### src/verilog/scev_consts.vh
// Constants for the system control and exception vectoring block
// Functional notes
// - User flag select 0 makes aux mask bit a mask; 1 makes it a free flag.
// - Edge select 0 takes falling nonmaskable edge, 1 rising; reset value 0.
// - Reserved control bit is read-only and always reads 1.
// - RAM enable 0 sends RAM addresses external, 1 enables; resets to 1.
// - RAM enable reinitialised at reset release, kept through software standby.
// - Modes 1 and 3 start 8-bit bus; any 16-bit area switches to 16-bit.
// - Modes 2 and 4 start 16-bit bus; all areas 8-bit switches to 8-bit.
// - Modes 1 and 2 use 20 address lines; modes 3 and 4 use 24.
// - Upper port 5 pins are port bits in modes 1, 2; high address in 3, 4.
// - Port 4 pins are port bits in 8-bit bus mode, low data byte in 16-bit.
// - Priority: reset, then interrupts, then traps; simultaneous ones taken in order.
// - Trap always accepted during program execution, regardless of mask bits.
// - Reset handling begins right after the reset pin rises.
// - Pending interrupt taken only after current instruction or exception completes.
// - Interrupts and traps: stack PC and condition codes, set mask, vector, then run.
// - Reset skips stacking: sets mask bit, fetches reset vector.
// - Vectors: reset 0, nonmaskable 7, external 12 to 19, internal 20 to 53.
// - Vector numbers 1 to 6 are never used by any source.
// - Four trap variants map to vectors 8 to 11 by trap number field.
// - Vector entry is four bytes at vector number times four.
// - Accept 34 distinct internal requests, each with its own vector.
// - Trap with user flag select 1 sets main mask only; 0 sets both.
// - After reset all interrupts, nonmaskable too, blocked until first instruction executes; traps are not.
`ifndef SCEV_CONSTS_VH
`define SCEV_CONSTS_VH
`define SCEV_ADDR_SYSCTL 4'h0
`define SCEV_ADDR_STATUS 4'h4
`define SCEV_ADDR_AREAW 4'h8
`define SCEV_ADDR_VECTOR 4'hc
`define SCEV_SYSCTL_RESET 8'h0b
`define SCEV_BIT_UFS 3
`define SCEV_BIT_EDGE_SEL 2
`define SCEV_BIT_RSVD 1
`define SCEV_BIT_RAM_ON 0
`define SCEV_VEC_RESET 6'd0
`define SCEV_VEC_NMI 6'd7
`define SCEV_VEC_TRAP0 6'd8
`define SCEV_VEC_IRQ0 6'd12
`define SCEV_VEC_INT0 6'd20
`define SCEV_NUM_INT 34
`define SCEV_STACK_CYC 4'd4
`define SCEV_FETCH_CYC 4'd4
`endif

### src/verilog/scev_top.v
// System control register, mode decode and exception sequencer
`default_nettype none
`include "scev_consts.vh"
module scev_top #(
  parameter NINT = `SCEV_NUM_INT
) (
  input wire ref_clk,
  input wire nrst,
  input wire clk_en,
  // Avalon-MM slave
  input wire [3:0] avs_address,
  input wire avs_read,
  input wire avs_write,
  input wire [31:0] avs_writedata,
  output reg [31:0] avs_readdata,
  output wire avs_waitrequest,
  // Mode and standby
  input wire [2:0] mode_select_pins,
  input wire soft_standby,
  // Exception sources
  input wire nmi_pin,
  input wire [7:0] irq_req,
  input wire [NINT-1:0] int_req,
  input wire soft_trap_instr,
  input wire [1:0] trap_num,
  input wire instr_done,
  input wire first_instr_done,
  // Core hand-off
  input wire [7:0] condition_code_reg,
  input wire vec_data_valid,
  input wire [31:0] vec_data,
  output reg stack_req,
  output reg fetch_req,
  output reg [15:0] vector_addr,
  output reg set_mask_main,
  output reg set_mask_aux,
  output reg pc_load,
  output reg [31:0] pc_value,
  output reg exc_busy,
  output reg int_ack,
  output reg [5:0] int_ack_vec,
  // Mode outputs
  output reg [4:0] addr_width_m1,
  output reg bus16,
  output reg port5_is_addr,
  output reg port4_is_data,
  output reg onchip_ram_on
);
  // Sequencer states, one-hot
  localparam [4:0] ST_IDLE = 5'h01;
  localparam [4:0] ST_STACK = 5'h02;
  localparam [4:0] ST_MASK = 5'h04;
  localparam [4:0] ST_FETCH = 5'h08;
  localparam [4:0] ST_RUN = 5'h10;

  reg [7:0] sysctl_r;
  reg [7:0] area_width_register;
  reg [2:0] mode_r;
  reg nmi_d_r;
  reg nmi_pend_r;
  reg reset_pend_r;
  reg blocked_r;
  reg [4:0] state_r;
  reg [3:0] cnt_r;
  reg [5:0] vec_r;
  reg is_reset_r;
  reg is_trap_r;
  reg ack_r;
  reg rd_ok_r;
  reg [5:0] sel_vec;
  reg sel_valid;
  reg sel_int;
  reg [5:0] vec_nxt;
  integer k;

  wire wr = avs_write & clk_en;
  wire ufs = sysctl_r[`SCEV_BIT_UFS];
  wire mask_i = condition_code_reg[7];
  wire mask_aux = condition_code_reg[6] & ~ufs;
  wire nmi_edge = sysctl_r[`SCEV_BIT_EDGE_SEL] ? (nmi_pin & ~nmi_d_r) :
                  (~nmi_pin & nmi_d_r);
  wire mode_odd = (mode_r == 3'd1) | (mode_r == 3'd3);
  wire mode_big = (mode_r == 3'd3) | (mode_r == 3'd4);
  wire maskable = |irq_req | (|int_req);

  // Reads wait one cycle for registered data; all requests wait while frozen
  assign avs_waitrequest = (avs_read & ~rd_ok_r) | (~clk_en & (avs_read | avs_write));

  // Register writes and standby-safe RAM enable
  always @(posedge ref_clk or negedge nrst) begin
    if (!nrst) begin
      sysctl_r <= `SCEV_SYSCTL_RESET;
      area_width_register <= 8'h00;
      mode_r <= 3'd0;
    end else if (clk_en) begin
      if (state_r == ST_IDLE && reset_pend_r) begin
        mode_r <= mode_select_pins;
        area_width_register <= (mode_select_pins == 3'd2 || mode_select_pins == 3'd4) ?
                               8'hff : 8'h00;
      end
      // Standby does not touch the register
      if (wr && avs_address == `SCEV_ADDR_SYSCTL)
        sysctl_r <= {avs_writedata[7:2], 1'b1, avs_writedata[0]};
      if (wr && avs_address == `SCEV_ADDR_AREAW)
        area_width_register <= avs_writedata[7:0];
    end
  end

  // Mode decode for pins and bus width
  always @(posedge ref_clk or negedge nrst) begin
    if (!nrst) begin
      addr_width_m1 <= 5'd19;
      bus16 <= 1'b0;
      port5_is_addr <= 1'b0;
      port4_is_data <= 1'b0;
      onchip_ram_on <= 1'b1;
    end else if (clk_en) begin
      addr_width_m1 <= mode_big ? 5'd23 : 5'd19;
      port5_is_addr <= mode_big;
      // Any 16-bit area gives a 16-bit bus; all 8-bit gives 8-bit
      bus16 <= |area_width_register;
      port4_is_data <= |area_width_register;
      onchip_ram_on <= sysctl_r[`SCEV_BIT_RAM_ON];
    end
  end

  // Read mux
  always @(posedge ref_clk or negedge nrst) begin
    if (!nrst) begin
      avs_readdata <= 32'h0;
      rd_ok_r <= 1'b0;
    end else if (clk_en) begin
      // One wait state so the data stand at the accepting edge
      rd_ok_r <= avs_read & ~rd_ok_r;
      if (avs_read && !rd_ok_r) case (avs_address)
        `SCEV_ADDR_SYSCTL: avs_readdata <= {24'h0, sysctl_r[7:2], 1'b1, sysctl_r[0]};
        `SCEV_ADDR_STATUS: avs_readdata <= {16'h0, 3'h0, state_r, mode_r, bus16,
                                            blocked_r, nmi_pend_r, exc_busy, mode_odd};
        `SCEV_ADDR_AREAW: avs_readdata <= {24'h0, area_width_register};
        `SCEV_ADDR_VECTOR: avs_readdata <= {26'h0, vec_r};
        default: avs_readdata <= 32'h0;
      endcase
    end
  end

  // Source selection: NMI, then external, then internal, then trap
  always @* begin
    sel_vec = `SCEV_VEC_RESET;
    sel_valid = 1'b0;
    sel_int = 1'b0;
    for (k = NINT - 1; k >= 0; k = k - 1) begin
      if (int_req[k] && !mask_i && !mask_aux) begin
        sel_vec = `SCEV_VEC_INT0 + k[5:0];
        sel_valid = 1'b1;
        sel_int = 1'b1;
      end
    end
    for (k = 7; k >= 0; k = k - 1) begin
      if (irq_req[k] && !mask_i && !mask_aux) begin
        sel_vec = `SCEV_VEC_IRQ0 + k[5:0];
        sel_valid = 1'b1;
        sel_int = 1'b1;
      end
    end
    if (nmi_pend_r) begin
      sel_vec = `SCEV_VEC_NMI;
      sel_valid = 1'b1;
      sel_int = 1'b1;
    end
    if (blocked_r) begin
      sel_valid = 1'b0;
      sel_int = 1'b0;
    end
    // Interrupts wait for instruction boundary; traps are unmasked
    if (!instr_done) begin
      sel_valid = 1'b0;
      sel_int = 1'b0;
    end
    if (!sel_int && soft_trap_instr) begin
      sel_vec = `SCEV_VEC_TRAP0 + {4'h0, trap_num};
      sel_valid = 1'b1;
    end
    vec_nxt = sel_vec;
  end

  // Exception sequencer
  always @(posedge ref_clk or negedge nrst) begin
    if (!nrst) begin
      state_r <= ST_IDLE;
      cnt_r <= 4'h0;
      vec_r <= 6'h0;
      is_reset_r <= 1'b0;
      is_trap_r <= 1'b0;
      reset_pend_r <= 1'b1;
      blocked_r <= 1'b1;
      nmi_d_r <= 1'b0;
      nmi_pend_r <= 1'b0;
      ack_r <= 1'b0;
      stack_req <= 1'b0;
      fetch_req <= 1'b0;
      vector_addr <= 16'h0;
      set_mask_main <= 1'b0;
      set_mask_aux <= 1'b0;
      pc_load <= 1'b0;
      pc_value <= 32'h0;
      exc_busy <= 1'b0;
      int_ack <= 1'b0;
      int_ack_vec <= 6'h0;
    end else if (clk_en) begin
      nmi_d_r <= nmi_pin;
      set_mask_main <= 1'b0;
      set_mask_aux <= 1'b0;
      pc_load <= 1'b0;
      int_ack <= 1'b0;
      // Edge capture; a new edge wins over the acceptance clear
      // Edges during the post-reset block are dropped, so no false edge
      if (nmi_edge && !blocked_r)
        nmi_pend_r <= 1'b1;
      else if (ack_r)
        nmi_pend_r <= 1'b0;
      ack_r <= 1'b0;
      if (first_instr_done)
        blocked_r <= 1'b0;
      case (state_r)
        ST_IDLE: begin
          if (reset_pend_r) begin
            // Reset goes first and skips stacking
            reset_pend_r <= 1'b0;
            is_reset_r <= 1'b1;
            is_trap_r <= 1'b0;
            vec_r <= `SCEV_VEC_RESET;
            exc_busy <= 1'b1;
            state_r <= ST_MASK;
          end else if (sel_valid) begin
            is_reset_r <= 1'b0;
            is_trap_r <= !sel_int;
            vec_r <= vec_nxt;
            ack_r <= (vec_nxt == `SCEV_VEC_NMI);
            int_ack <= sel_int;
            int_ack_vec <= vec_nxt;
            exc_busy <= 1'b1;
            stack_req <= 1'b1;
            cnt_r <= `SCEV_STACK_CYC;
            state_r <= ST_STACK;
          end
        end
        ST_STACK: begin
          if (cnt_r == 4'h1) begin
            stack_req <= 1'b0;
            state_r <= ST_MASK;
          end
          cnt_r <= cnt_r - 4'h1;
        end
        ST_MASK: begin
          set_mask_main <= 1'b1;
          set_mask_aux <= is_trap_r ? ~ufs : 1'b0;
          vector_addr <= {8'h00, vec_r, 2'b00};
          fetch_req <= 1'b1;
          state_r <= ST_FETCH;
        end
        ST_FETCH: begin
          if (vec_data_valid) begin
            fetch_req <= 1'b0;
            pc_value <= vec_data;
            pc_load <= 1'b1;
            state_r <= ST_RUN;
          end
        end
        ST_RUN: begin
          exc_busy <= 1'b0;
          state_r <= ST_IDLE;
        end
        default: state_r <= ST_IDLE;
      endcase
    end
  end
endmodule // scev_top
`default_nettype wire

### config.mk
export PLATFORM = sky130hd
export DESIGN_NAME = scev_top
export DESIGN_NICKNAME = d
export VERILOG_FILES = /design/src/verilog/scev_top.v
export VERILOG_INCLUDE_DIRS = /design/src /design/src/verilog
export SDC_FILE = /design/constraint.sdc
export NUM_CORES = 1
export LEC_CHECK = 0
export CAP_MARGIN = 20
export CORE_ASPECT_RATIO = 1.4
export CORE_MARGIN = 2
export CORE_UTILIZATION = 35
export DETAILED_ROUTE_END_ITERATION = 12
export DONT_BUFFER_PORTS = 1
export GPL_TIMING_DRIVEN = 1
export SYNTH_ARGS = -nofsm -noshare
export SYNTH_HDL_FRONTEND = slang
export SYNTH_SLANG_ARGS = --single-unit
### constraint.sdc
create_clock -name ref_clk -period 5.9 [get_ports ref_clk]
set_clock_uncertainty 0.05 [all_clocks]
set_input_delay 0 -clock ref_clk [delete_from_list [all_inputs] [get_ports ref_clk]]
set_output_delay 0 -clock ref_clk [all_outputs]
set_load 0.01 [all_outputs]
==> impl_metrics.tcl, run 1 <==
set metrics [dict create \
    grt_pass1_wl_um 23100 \
    vias 4220 \
    initial_core_util_pct 35.7 \
    clk_latency_ns 0.34 \
    fp.dieW_um 111 \
    syn-cell-area_mm2 0.00558 \
    synth.most_common_cell "dfrtp_1" \
    drt_first_pass_iters 4 \
    ys_seq_elements 107 \
    drv_cap 0 \
    power.leakage_uw 0.00294 \
    critical_path.max_fanout 19 \
    power.density_mw_per_mm2 381 \
    antenna_left 0 \
    synth_warnings 0 \
    hold_viol 0 \
    yosysSeqAreaShare_pct 48.1 \
    yosys-top-cells-area "dfrtp_1 (45%), mux2_2 (9.3%), buf_4 (4.8%)" \
    max-slew-margin-rel_pct 31.6 \
    critPathKind "primary input to register" \
    wl_per_cell_um 19.0 \
    grt_antenna_before_repair 0 \
    holdCritPathClass "primary input to register" \
    syn_avg_cell_area_um2 10.8 \
    grt_pass1_vias 4430 \
    drt_iter0_markers 158 \
    clock_path_buffers 2 \
    utilization_pct 42.0 \
    synth_compound_area_share_pct 14.7 \
    fin_nets 702 \
    outcome "finished, final reports clean" \
    slew_violations 0 \
    rows 54 \
    yosysTopAreaCell "dfrtp_1" \
    ir_drop_mv 0.184 \
    setup_tns_ns 0 \
    synth_mux_area_share_pct 12.8 \
    rsz0062_at_grt "false" \
    final-setup-viol-count 0 \
    portBuffers 0 \
    ios 237 \
    yosys.area_share.adder_pct 0.449 \
    n_fill_cell 1459 \
    cp-start-kind "primary input" \
    synth_ff_type "dfrtp_1" \
    antenna_cells 0 \
    yosys.area_share.simple_pct 16.3 \
    die_area_mm2 0.0170 \
    cts.clk_slew.worst_paths_ns 0.07 \
    cts_resized 0 \
    place_hpwl_um 10600 \
    grt_max_degree 108 \
    synth.distinct_cells 68 \
    ff_latch_area_mm2 0.00269 \
    tightest_slew_ns 1.02 \
    place.gp.congestion 0.826 \
    grtUsageTotal_pct 16.9 \
    synth_edf_count 0 \
    clockRootBuffer "clkbuf_16" \
    period_share_pct 50.4 \
    fin_crit_ns 2.98 \
    synthArstFlopShare_pct 100 \
    cts_tree "built" \
    die_y_um 153 \
    synth_top_area_share_pct 45.3 \
    synth_xor_area_share_pct 0.314 \
    cts_made_buffers 9 \
    route.detailed.drc 0 \
    arrival_ns 3.20 \
    clock_sinks 107 \
    routed_via_density 5.50 \
    grt.overflow.total 0 \
    htreeDepth 3 \
    wirelength_um 14500 \
    synthTopCellsByCount "dfrtp_1 (101), mux2_2 (46), buf_4 (36), nor2_1 (36), nand2_1 (35)" \
    syn_to_final_growth_pct 17.5 \
    post-cts-setup-buffer-count 0 \
    synth_top_family_by_area "simple AND/OR/NAND/NOR gates" \
    multi_input_area_mm2 0.00261 \
    max_freq_mhz 336 \
    cp.required_ns 6.12 \
    cp-end-kind "register" \
    drive_above_1_share_pct 17.2 \
    synthCells 515 \
    coreArea_mm2 0.0156 \
]
==> registers in the layout, summed over array words and instances (netlist names), 3 cells and up <==
signal / flops
mode_r: 3
avs_readdata: 13
sysctl_r: 7
area_width_register: 8
vec_r: 6
vector_addr: 6
pc_value: 32
int_ack_vec: 6
cnt_r: 4
state_r: 5
==> layout by cell type, fill, tap and decap left out, types with 16 or more instances in the layout <==
| cell type | synthesis | final |
|---|---|---|
| a21oi_1 | 19 | 19 |
| conb_1 | 2 | 33 |
| dfrtp_1 | 101 | 101 |
| dlygate4sd3_1 | 0 | 55 |
| inv_1 | 18 | 18 |
| mux2_2 | 46 | 46 |
| nand2_1 | 35 | 35 |
| nand3_1 | 16 | 16 |
| nor2_1 | 36 | 35 |
| nor4_1 | 17 | 17 |
==> layer usage <==
| layer | wire length (um) | share of wire (%) | global-route usage [%] |
|---|---|---|---|
| met4 | 296 | 2.0 | 6.61 |
| met2 | 7850 | 54 | 30.4 |
| met1 | 5470 | 38 | 19.2 |
| met3 | 926 | 6.4 | 4.36 |
| met5 | 0 | 0 | 0 |
==> report_power, final <==
part / internal (uW) / switching (uW)
combinational: 301 / 252
sequential: 964 / 287
clock: 419 / 277
total: 1680 / 816
==> critical path: stages <==
cell and delay [ns]:
dlygate4sd3_1 1.06, or4b_4 0.60, nor3b_4 0.35, nand2_2 0.24, or4_1 0.79, nand3_2 0.14
==> worst paths after layout <==
kind	slack [ns]	from	depth (start not counted)	to
min in group asynchronous	0.19	nrst	2	avs_readdata[5]$_DFFE_PN0P_
hold reg to reg	0.46	ack_r$_DFFE_PN0P_	1	ack_r$_DFFE_PN0P_
setup / recovery	2.92	clk_en	6	area_width_register[4]$_DFFE_PN0P_
setup reg to reg	3.14	state_r[1]$_DFFE_PN0P_	5	area_width_register[4]$_DFFE_PN0P_
max in group asynchronous	5.16	nrst	2	reset_pend_r$_DFFE_PN1P_
hold / removal	0.02	avs_address[2]	2	avs_readdata[12]$_DFFE_PN0P_
==> layout make-up <==
class                           instances  area share [%]
Clock buffer                            9            3.44
Clock inverter                          7            1.87
Inverter                               19            1.09
Multi-Input combinational cell        371            39.8
Sequential cell                       107            41.0
Tap cell                              196            3.74
Timing Repair Buffer                   58            9.05
==> stage by stage <==
stage / area (um^2) / total power, uW / instances / hold slack (ns) / worst slack (ns)
global placement: 5630 / 1730 / 695 / -0.343 / 3.19
finish: 6550 / 2500 / 767 / 0.0189 / 2.92
CTS: 6550 / 2520 / 767 / 0.00926 / 2.91
floorplan: 5690 / 1640 / 546 / -0.346 / 3.60
global route: 6550 / 2640 / 767 / 0.0255 / 2.80
detailed placement: 5630 / 1770 / 695 / -0.343 / 3.14
==> what timing repair did <==
| item | CTS | global route |
|---|---|---|
| hold buffers | 56 | 0 |
| setup endpoints to repair | 0 | 0 |
| hold endpoints to repair | 192 | 0 |
==> kinds of logic (layout without fill, tap and decap cells) <==
kind of cell,Yosys count,count (layout)
muxes,59,59
AOI/OAI and AO/OA,113,113
xor gates and xnor gates,2,2
DFF,107,107
other,2,33
and+or+nand+nor,162,162
buffers and inverters,68,93
adders and majority gates,2,2
Note: power is estimated with default switching activity, not from simulation.
==> run 2: changes to the inputs <==
ABC_AREA = 1   (was not set)
clock period = 2.5 ns   (was 5.9 ns; I/O delays follow)
==> impl_metrics.tcl, run 2 <==
set metrics [dict create \
    power.density_mw_per_mm2 819 \
    syn-cell-area_mm2 0.00544 \
    die_area_mm2 0.0166 \
    antenna_left 0 \
    die_y_um 151 \
    synth_warnings 0 \
    grt_max_degree 108 \
    grt_pass1_wl_um 23500 \
    synthTopCellsByCount "nand2_1 (320), dfrtp_1 (101), inv_1 (51), o21ai_0 (43), nor2_1 (36)" \
    ys_seq_elements 107 \
    r2r_end "pc_value[20]$_DFFE_PN0P_" \
    reg.largest.list "pc_value (32), avs_readdata (13), area_width_register (8)" \
    setup_slack_ns -0.575 \
    clock_path_buffers 2 \
    wirelength_um 15200 \
    tightest_slew_ns 0.565 \
    cp.required_ns 2.68 \
    critPathLaunch "sysctl_r[3]$_DFFE_PN1P_" \
    synth.distinct_cells 39 \
    route.detailed.drc 0 \
    coreArea_mm2 0.0151 \
    layout_commonest_cell "nand2_1" \
    cts_tree "built" \
    final-setup-viol-count 59 \
    drv_cap 0 \
    drt_first_pass_iters 4 \
    cp-end-kind "register" \
    cts_made_buffers 9 \
    grtUsageTotal_pct 18.4 \
    r2r-start "sysctl_r[3]$_DFFE_PN1P_" \
    synth_top_area_share_pct 46.5 \
    arrival_ns 3.25 \
    period_share_pct 123 \
    largest_reg_flops 32 \
    ff2ff_setup_slack_ns -0.58 \
    reg2regPathDepth 23 \
    synthArstFlopShare_pct 100 \
    hold_viol 107 \
    antenna_cells 0 \
    syn_avg_cell_area_um2 7.67 \
    grt.overflow.total 0 \
    routed_via_density 4.74 \
    portBuffers 0 \
    initial_core_util_pct 36.0 \
    whs_ns -0.694 \
    yosys-top-cells-area "dfrtp_1 (46%), nand2_1 (22%), buf_4 (4.8%)" \
    most-common-layout-cells "nand2_1 (311), dfrtp_1 (101), buf_4 (75)" \
    max_freq_mhz 325 \
    yosysTopAreaCell "dfrtp_1" \
    htreeDepth 3 \
    max-slew-margin-rel_pct 62.3 \
    ios 237 \
    power.leakage_uw 0.00369 \
    n_fill_cell 1493 \
    cp-start-kind "register" \
    cts.clk_slew.worst_paths_ns 0.07 \
    synth.most_common_cell "nand2_1" \
    place.gp.congestion 0.858 \
    rows 53 \
    clockRootBuffer "clkbuf_16" \
    slew_violations 0 \
    p_total_uw 5920 \
    syn_to_final_growth_pct 33.0 \
    critical_path.max_fanout 15 \
    slowest_delay_ns 0.54 \
    critical_path.top_delay_family "simple AND/OR/NAND/NOR gates" \
    fin_crit_ns 3.08 \
    critPathKind "register to register" \
    synthCells 709 \
    outcome "finished with violations" \
    drt_iter0_markers 192 \
    violations "negative hold slack, negative setup slack" \
    yosysSeqAreaShare_pct 49.4 \
    synth_ff_type "dfrtp_1" \
    place_hpwl_um 10600 \
    fin_nets 977 \
    ir_drop_mv 0.403 \
    path_cells "inv_2, a21oi_4, buf_4, buf_8, clkbuf_16, nand2_1, nand2_1, nor2_1, nand2_1, inv_1, nand2_1, nor3_1, nand2_1, nand3_2, inv_2, nor2_4, nand2_2, nand2_2, nor2_4, clkinv_4, bufbuf_16, nand2_1, nand2_1" \
    slowest_stage "dfstp_2" \
    rsz0062_at_grt "true" \
    clock_sinks 107 \
    worst-path-buf-inv 8 \
    regMostFlops "pc_value" \
    grt_pass1_vias 4903 \
    synth_edf_count 0 \
    drive_above_1_share_pct 17.1 \
    path_common_cell "nand2_1" \
    fp.dieW_um 109 \
    dpl_worst_slack_ns -0.520 \
    grt_antenna_before_repair 0 \
    wl_per_cell_um 14.6 \
    utilization_pct 47.8 \
    holdCritPathClass "primary input to asynchronous set/reset pin" \
    vias 4924 \
    clk_latency_ns 0.34 \
]
## run 2: cell families (layout without fill, tap and decap cells)
logic type               after synthesis  count (layout)  share of synthesized area (%)
adder cells (fa/ha/maj)                2               2                          0.460
AO/OA/AOI/OAI                         84              84                           9.55
multiplexers                           6               6                           1.24
other                                  2              33                          0.138
buffers and inverters                106             212                           10.1
flip-flops                           107             107                           49.4
XOR/XNOR                               1               1                          0.161
AND/OR/NAND/NOR                      401             401                           29.0
## run 2: per-layer routing
metal | vias up | GRT usage [%] | wire (um)
met1 | 2260 | 19.6 | 5560
li1 | 2460 | - | -
met2 | 178 | 33.9 | 8110
met5 | - | 0 | 0
met3 | 26 | 4.53 | 1100
met4 | 0 | 8.10 | 426
## run 2: how the worst max path moves through the flow
stage | endpoint | cells after the start
CTS | int_ack_vec[0]$_DFFE_PN0P_ | 44
global route | int_ack_vec[0]$_DFFE_PN0P_ | 44
finish | pc_value[20]$_DFFE_PN0P_ | 23
global placement | int_ack_vec[0]$_DFFE_PN0P_ | 44
detailed placement | int_ack_vec[0]$_DFFE_PN0P_ | 44
floorplan | int_ack_vec[0]$_DFFE_PN0P_ | 42
## run 2: where the power goes
group	total, uW	internal [uW]	switching (uW)
sequential	2870	2290	581
clock	1480	875	606
combinational	1570	684	886
total	5920	3850	2070
## run 2: layout make-up
type	count	area (um^2)	share of cell area, %
clock buffers	11	233	3.22
flip-flops and latches	107	2690	37.1
well taps	192	240	3.32
clock inverters	5	77.6	1.07
inverters	53	204	2.82
repair buffers	143	1370	18.9
multi-input cells	527	2420	33.5
## run 2: through the flow
step	hold slack [ns]	area [um^2]	std cells	setup TNS, ns
after floorplan	-0.346	5560	740	-4.96
after global placement	-0.339	5900	934	-17.10
after detailed placement	-0.341	5900	934	-20.80
after CTS	-0.718	7150	1035	-23.20
after global routing	-0.721	7230	1038	-41.84
final	-0.694	7230	1038	-26.44
## run 2: worst register-to-register path, delay by kind of cell, from the launching register on
kind / cells / cell delay (ns)
AO/OA/AOI/OAI: 1 / 0.22
buffers and inverters: 8 / 1.01
flip-flops: 1 / 0.54
AND/OR/NAND/NOR: 14 / 1.15
## run 2: timing repair
action,in CTS,in global routing
hold buffers,56,2
buffers inserted,27,0
pin swaps,12,8
setup endpoints to repair,58,68
gates cloned,3,1
hold endpoints to repair,175,108
gates resized for setup,31,14
==> run 3: changes to the inputs <==
CORE_ASPECT_RATIO = 2   (was 1.4)
CORE_MARGIN = not set   (was 2)
SETUP_SLACK_MARGIN = 0.2   (was not set)
==> impl_metrics.tcl, run 3 (synthesized netlist as in run 2, its figures left out) <==
set metrics [dict create \
    syn_to_final_growth_pct 27.6 \
    wirelength_um 15200 \
    hold_viol 119 \
    clock_sinks 107 \
    slowest_delay_ns 0.54 \
    multi_input_area_mm2 0.00240 \
    whs_ns -0.711 \
    clk_latency_ns 0.35 \
    dpl_worst_slack_ns -0.558 \
    cts_made_buffers 9 \
    fin_cells 1020 \
    grt_pass1_vias 4757 \
    path_common_cell "nand2_1" \
    largest_reg_flops 32 \
    holdCritPathClass "primary input to asynchronous set/reset pin" \
    cts.clk_slew.worst_paths_ns 0.07 \
    rsz0062_at_grt "true" \
    antenna_cells 0 \
    place.gp.congestion 0.809 \
    htreeDepth 3 \
    critPathKind "register to register" \
    critical_path.top_delay_family "simple AND/OR/NAND/NOR gates" \
    drive_above_1_share_pct 14.6 \
    max-slew-margin-rel_pct 62.6 \
    final-setup-viol-count 58 \
    regMostFlops "pc_value" \
    fin_crit_ns 3.00 \
    arrival_ns 3.20 \
    most-common-layout-cells "nand2_1 (315), dfrtp_1 (101), buf_4 (60)" \
    clock_path_buffers 2 \
    die_y_um 178 \
    period_share_pct 120 \
    clockRootBuffer "clkbuf_16" \
    setup_tns_ns -15.49 \
    max_freq_mhz 333 \
    power.density_mw_per_mm2 850 \
    rows 64 \
    tightest_slew_ns 0.560 \
    initial_core_util_pct 35.7 \
    grt_pass1_wl_um 23600 \
    outcome "finished with violations" \
    portBuffers 0 \
    cp-end-kind "register" \
    cp.required_ns 2.69 \
    power.leakage_uw 0.00352 \
    grtUsageTotal_pct 19.1 \
    worst-path-buf-inv 1 \
    fin_nets 953 \
    slowest_stage "dfstp_2" \
    grt_antenna_before_repair 0 \
    ff2ff_setup_slack_ns -0.50 \
    place_inst 942 \
    grt.overflow.total 0 \
    slew_violations 0 \
    critical_path.max_fanout 7 \
    die_area_mm2 0.0161 \
    layout_commonest_cell "nand2_1" \
    coreArea_mm2 0.0152 \
    ios 237 \
    wl_per_cell_um 14.9 \
    reg.largest.list "pc_value (32), avs_readdata (13), area_width_register (8)" \
    setup_slack_ns -0.505 \
    fp.dieW_um 90.1 \
    violations "negative hold slack, negative setup slack" \
    ir_drop_mv 0.346 \
    drt_iter0_markers 208 \
    utilization_pct 45.6 \
    route.detailed.drc 0 \
    ff_latch_area_mm2 0.00269 \
    place_hpwl_um 11100 \
    grt_max_degree 108 \
    routed_via_density 4.78 \
    cts_tree "built" \
    n_fill_cell 1520 \
    hold_buffers 56 \
    vias 4877 \
    antenna_left 0 \
    drt_first_pass_iters 4 \
    drv_cap 0 \
    cp-start-kind "register" \
]
## run 3: cell type report
cell class	count	area share (%)
Tap cell	198	3.57
Inverter	53	2.92
Timing Repair Buffer	119	15.6
Sequential cell	107	38.7
Clock inverter	6	1.30
Multi-Input combinational cell	527	34.6
Clock buffer	10	3.30
## run 3: final timing paths
check	endpoint	start	cells past startpoint
max	int_ack_vec[0]$_DFFE_PN0P_	sysctl_r[3]$_DFFE_PN1P_	43
min	sysctl_r[6]$_DFFE_PN0P_	nrst	0
max reg2reg	int_ack_vec[0]$_DFFE_PN0P_	sysctl_r[3]$_DFFE_PN1P_	43
min reg2reg	vec_r[0]$_DFFE_PN0P_	vec_r[0]$_DFFE_PN0P_	2
max in group asynchronous	reset_pend_r$_DFFE_PN1P_	nrst	0
min in group ref_clk	is_trap_r$_DFFE_PN0P_	soft_trap_instr	2
## run 3: stage by stage
stage / area (um^2) / power [uW]
after global routing: 6940 / 6260
after global placement: 5910 / 4220
after detailed placement: 5910 / 4260
after floorplan: 5570 / 3760
final: 6940 / 5900
after CTS: 6900 / 5930
## run 3: routing by layer
layer	track usage, %	share of wire (%)	up-vias
li1	-	-	2401
met1	18.1	35	2265
met2	37.7	56	185
met3	3.28	5.0	26
met4	10.9	4.0	0
met5	0	0	-
## run 3: power breakdown
group	total, uW	switching (uW)	internal, uW
sequential	2870	583	2290
clock	1520	644	880
combinational	1500	891	611
## run 3: what timing repair did
item	in CTS	in global routing
pin swaps	4	2
resized for setup	13	13
endpoints found under the hold margin	180	115
gates cloned	1	0
buffers inserted	5	0
endpoints found under the setup margin	68	68
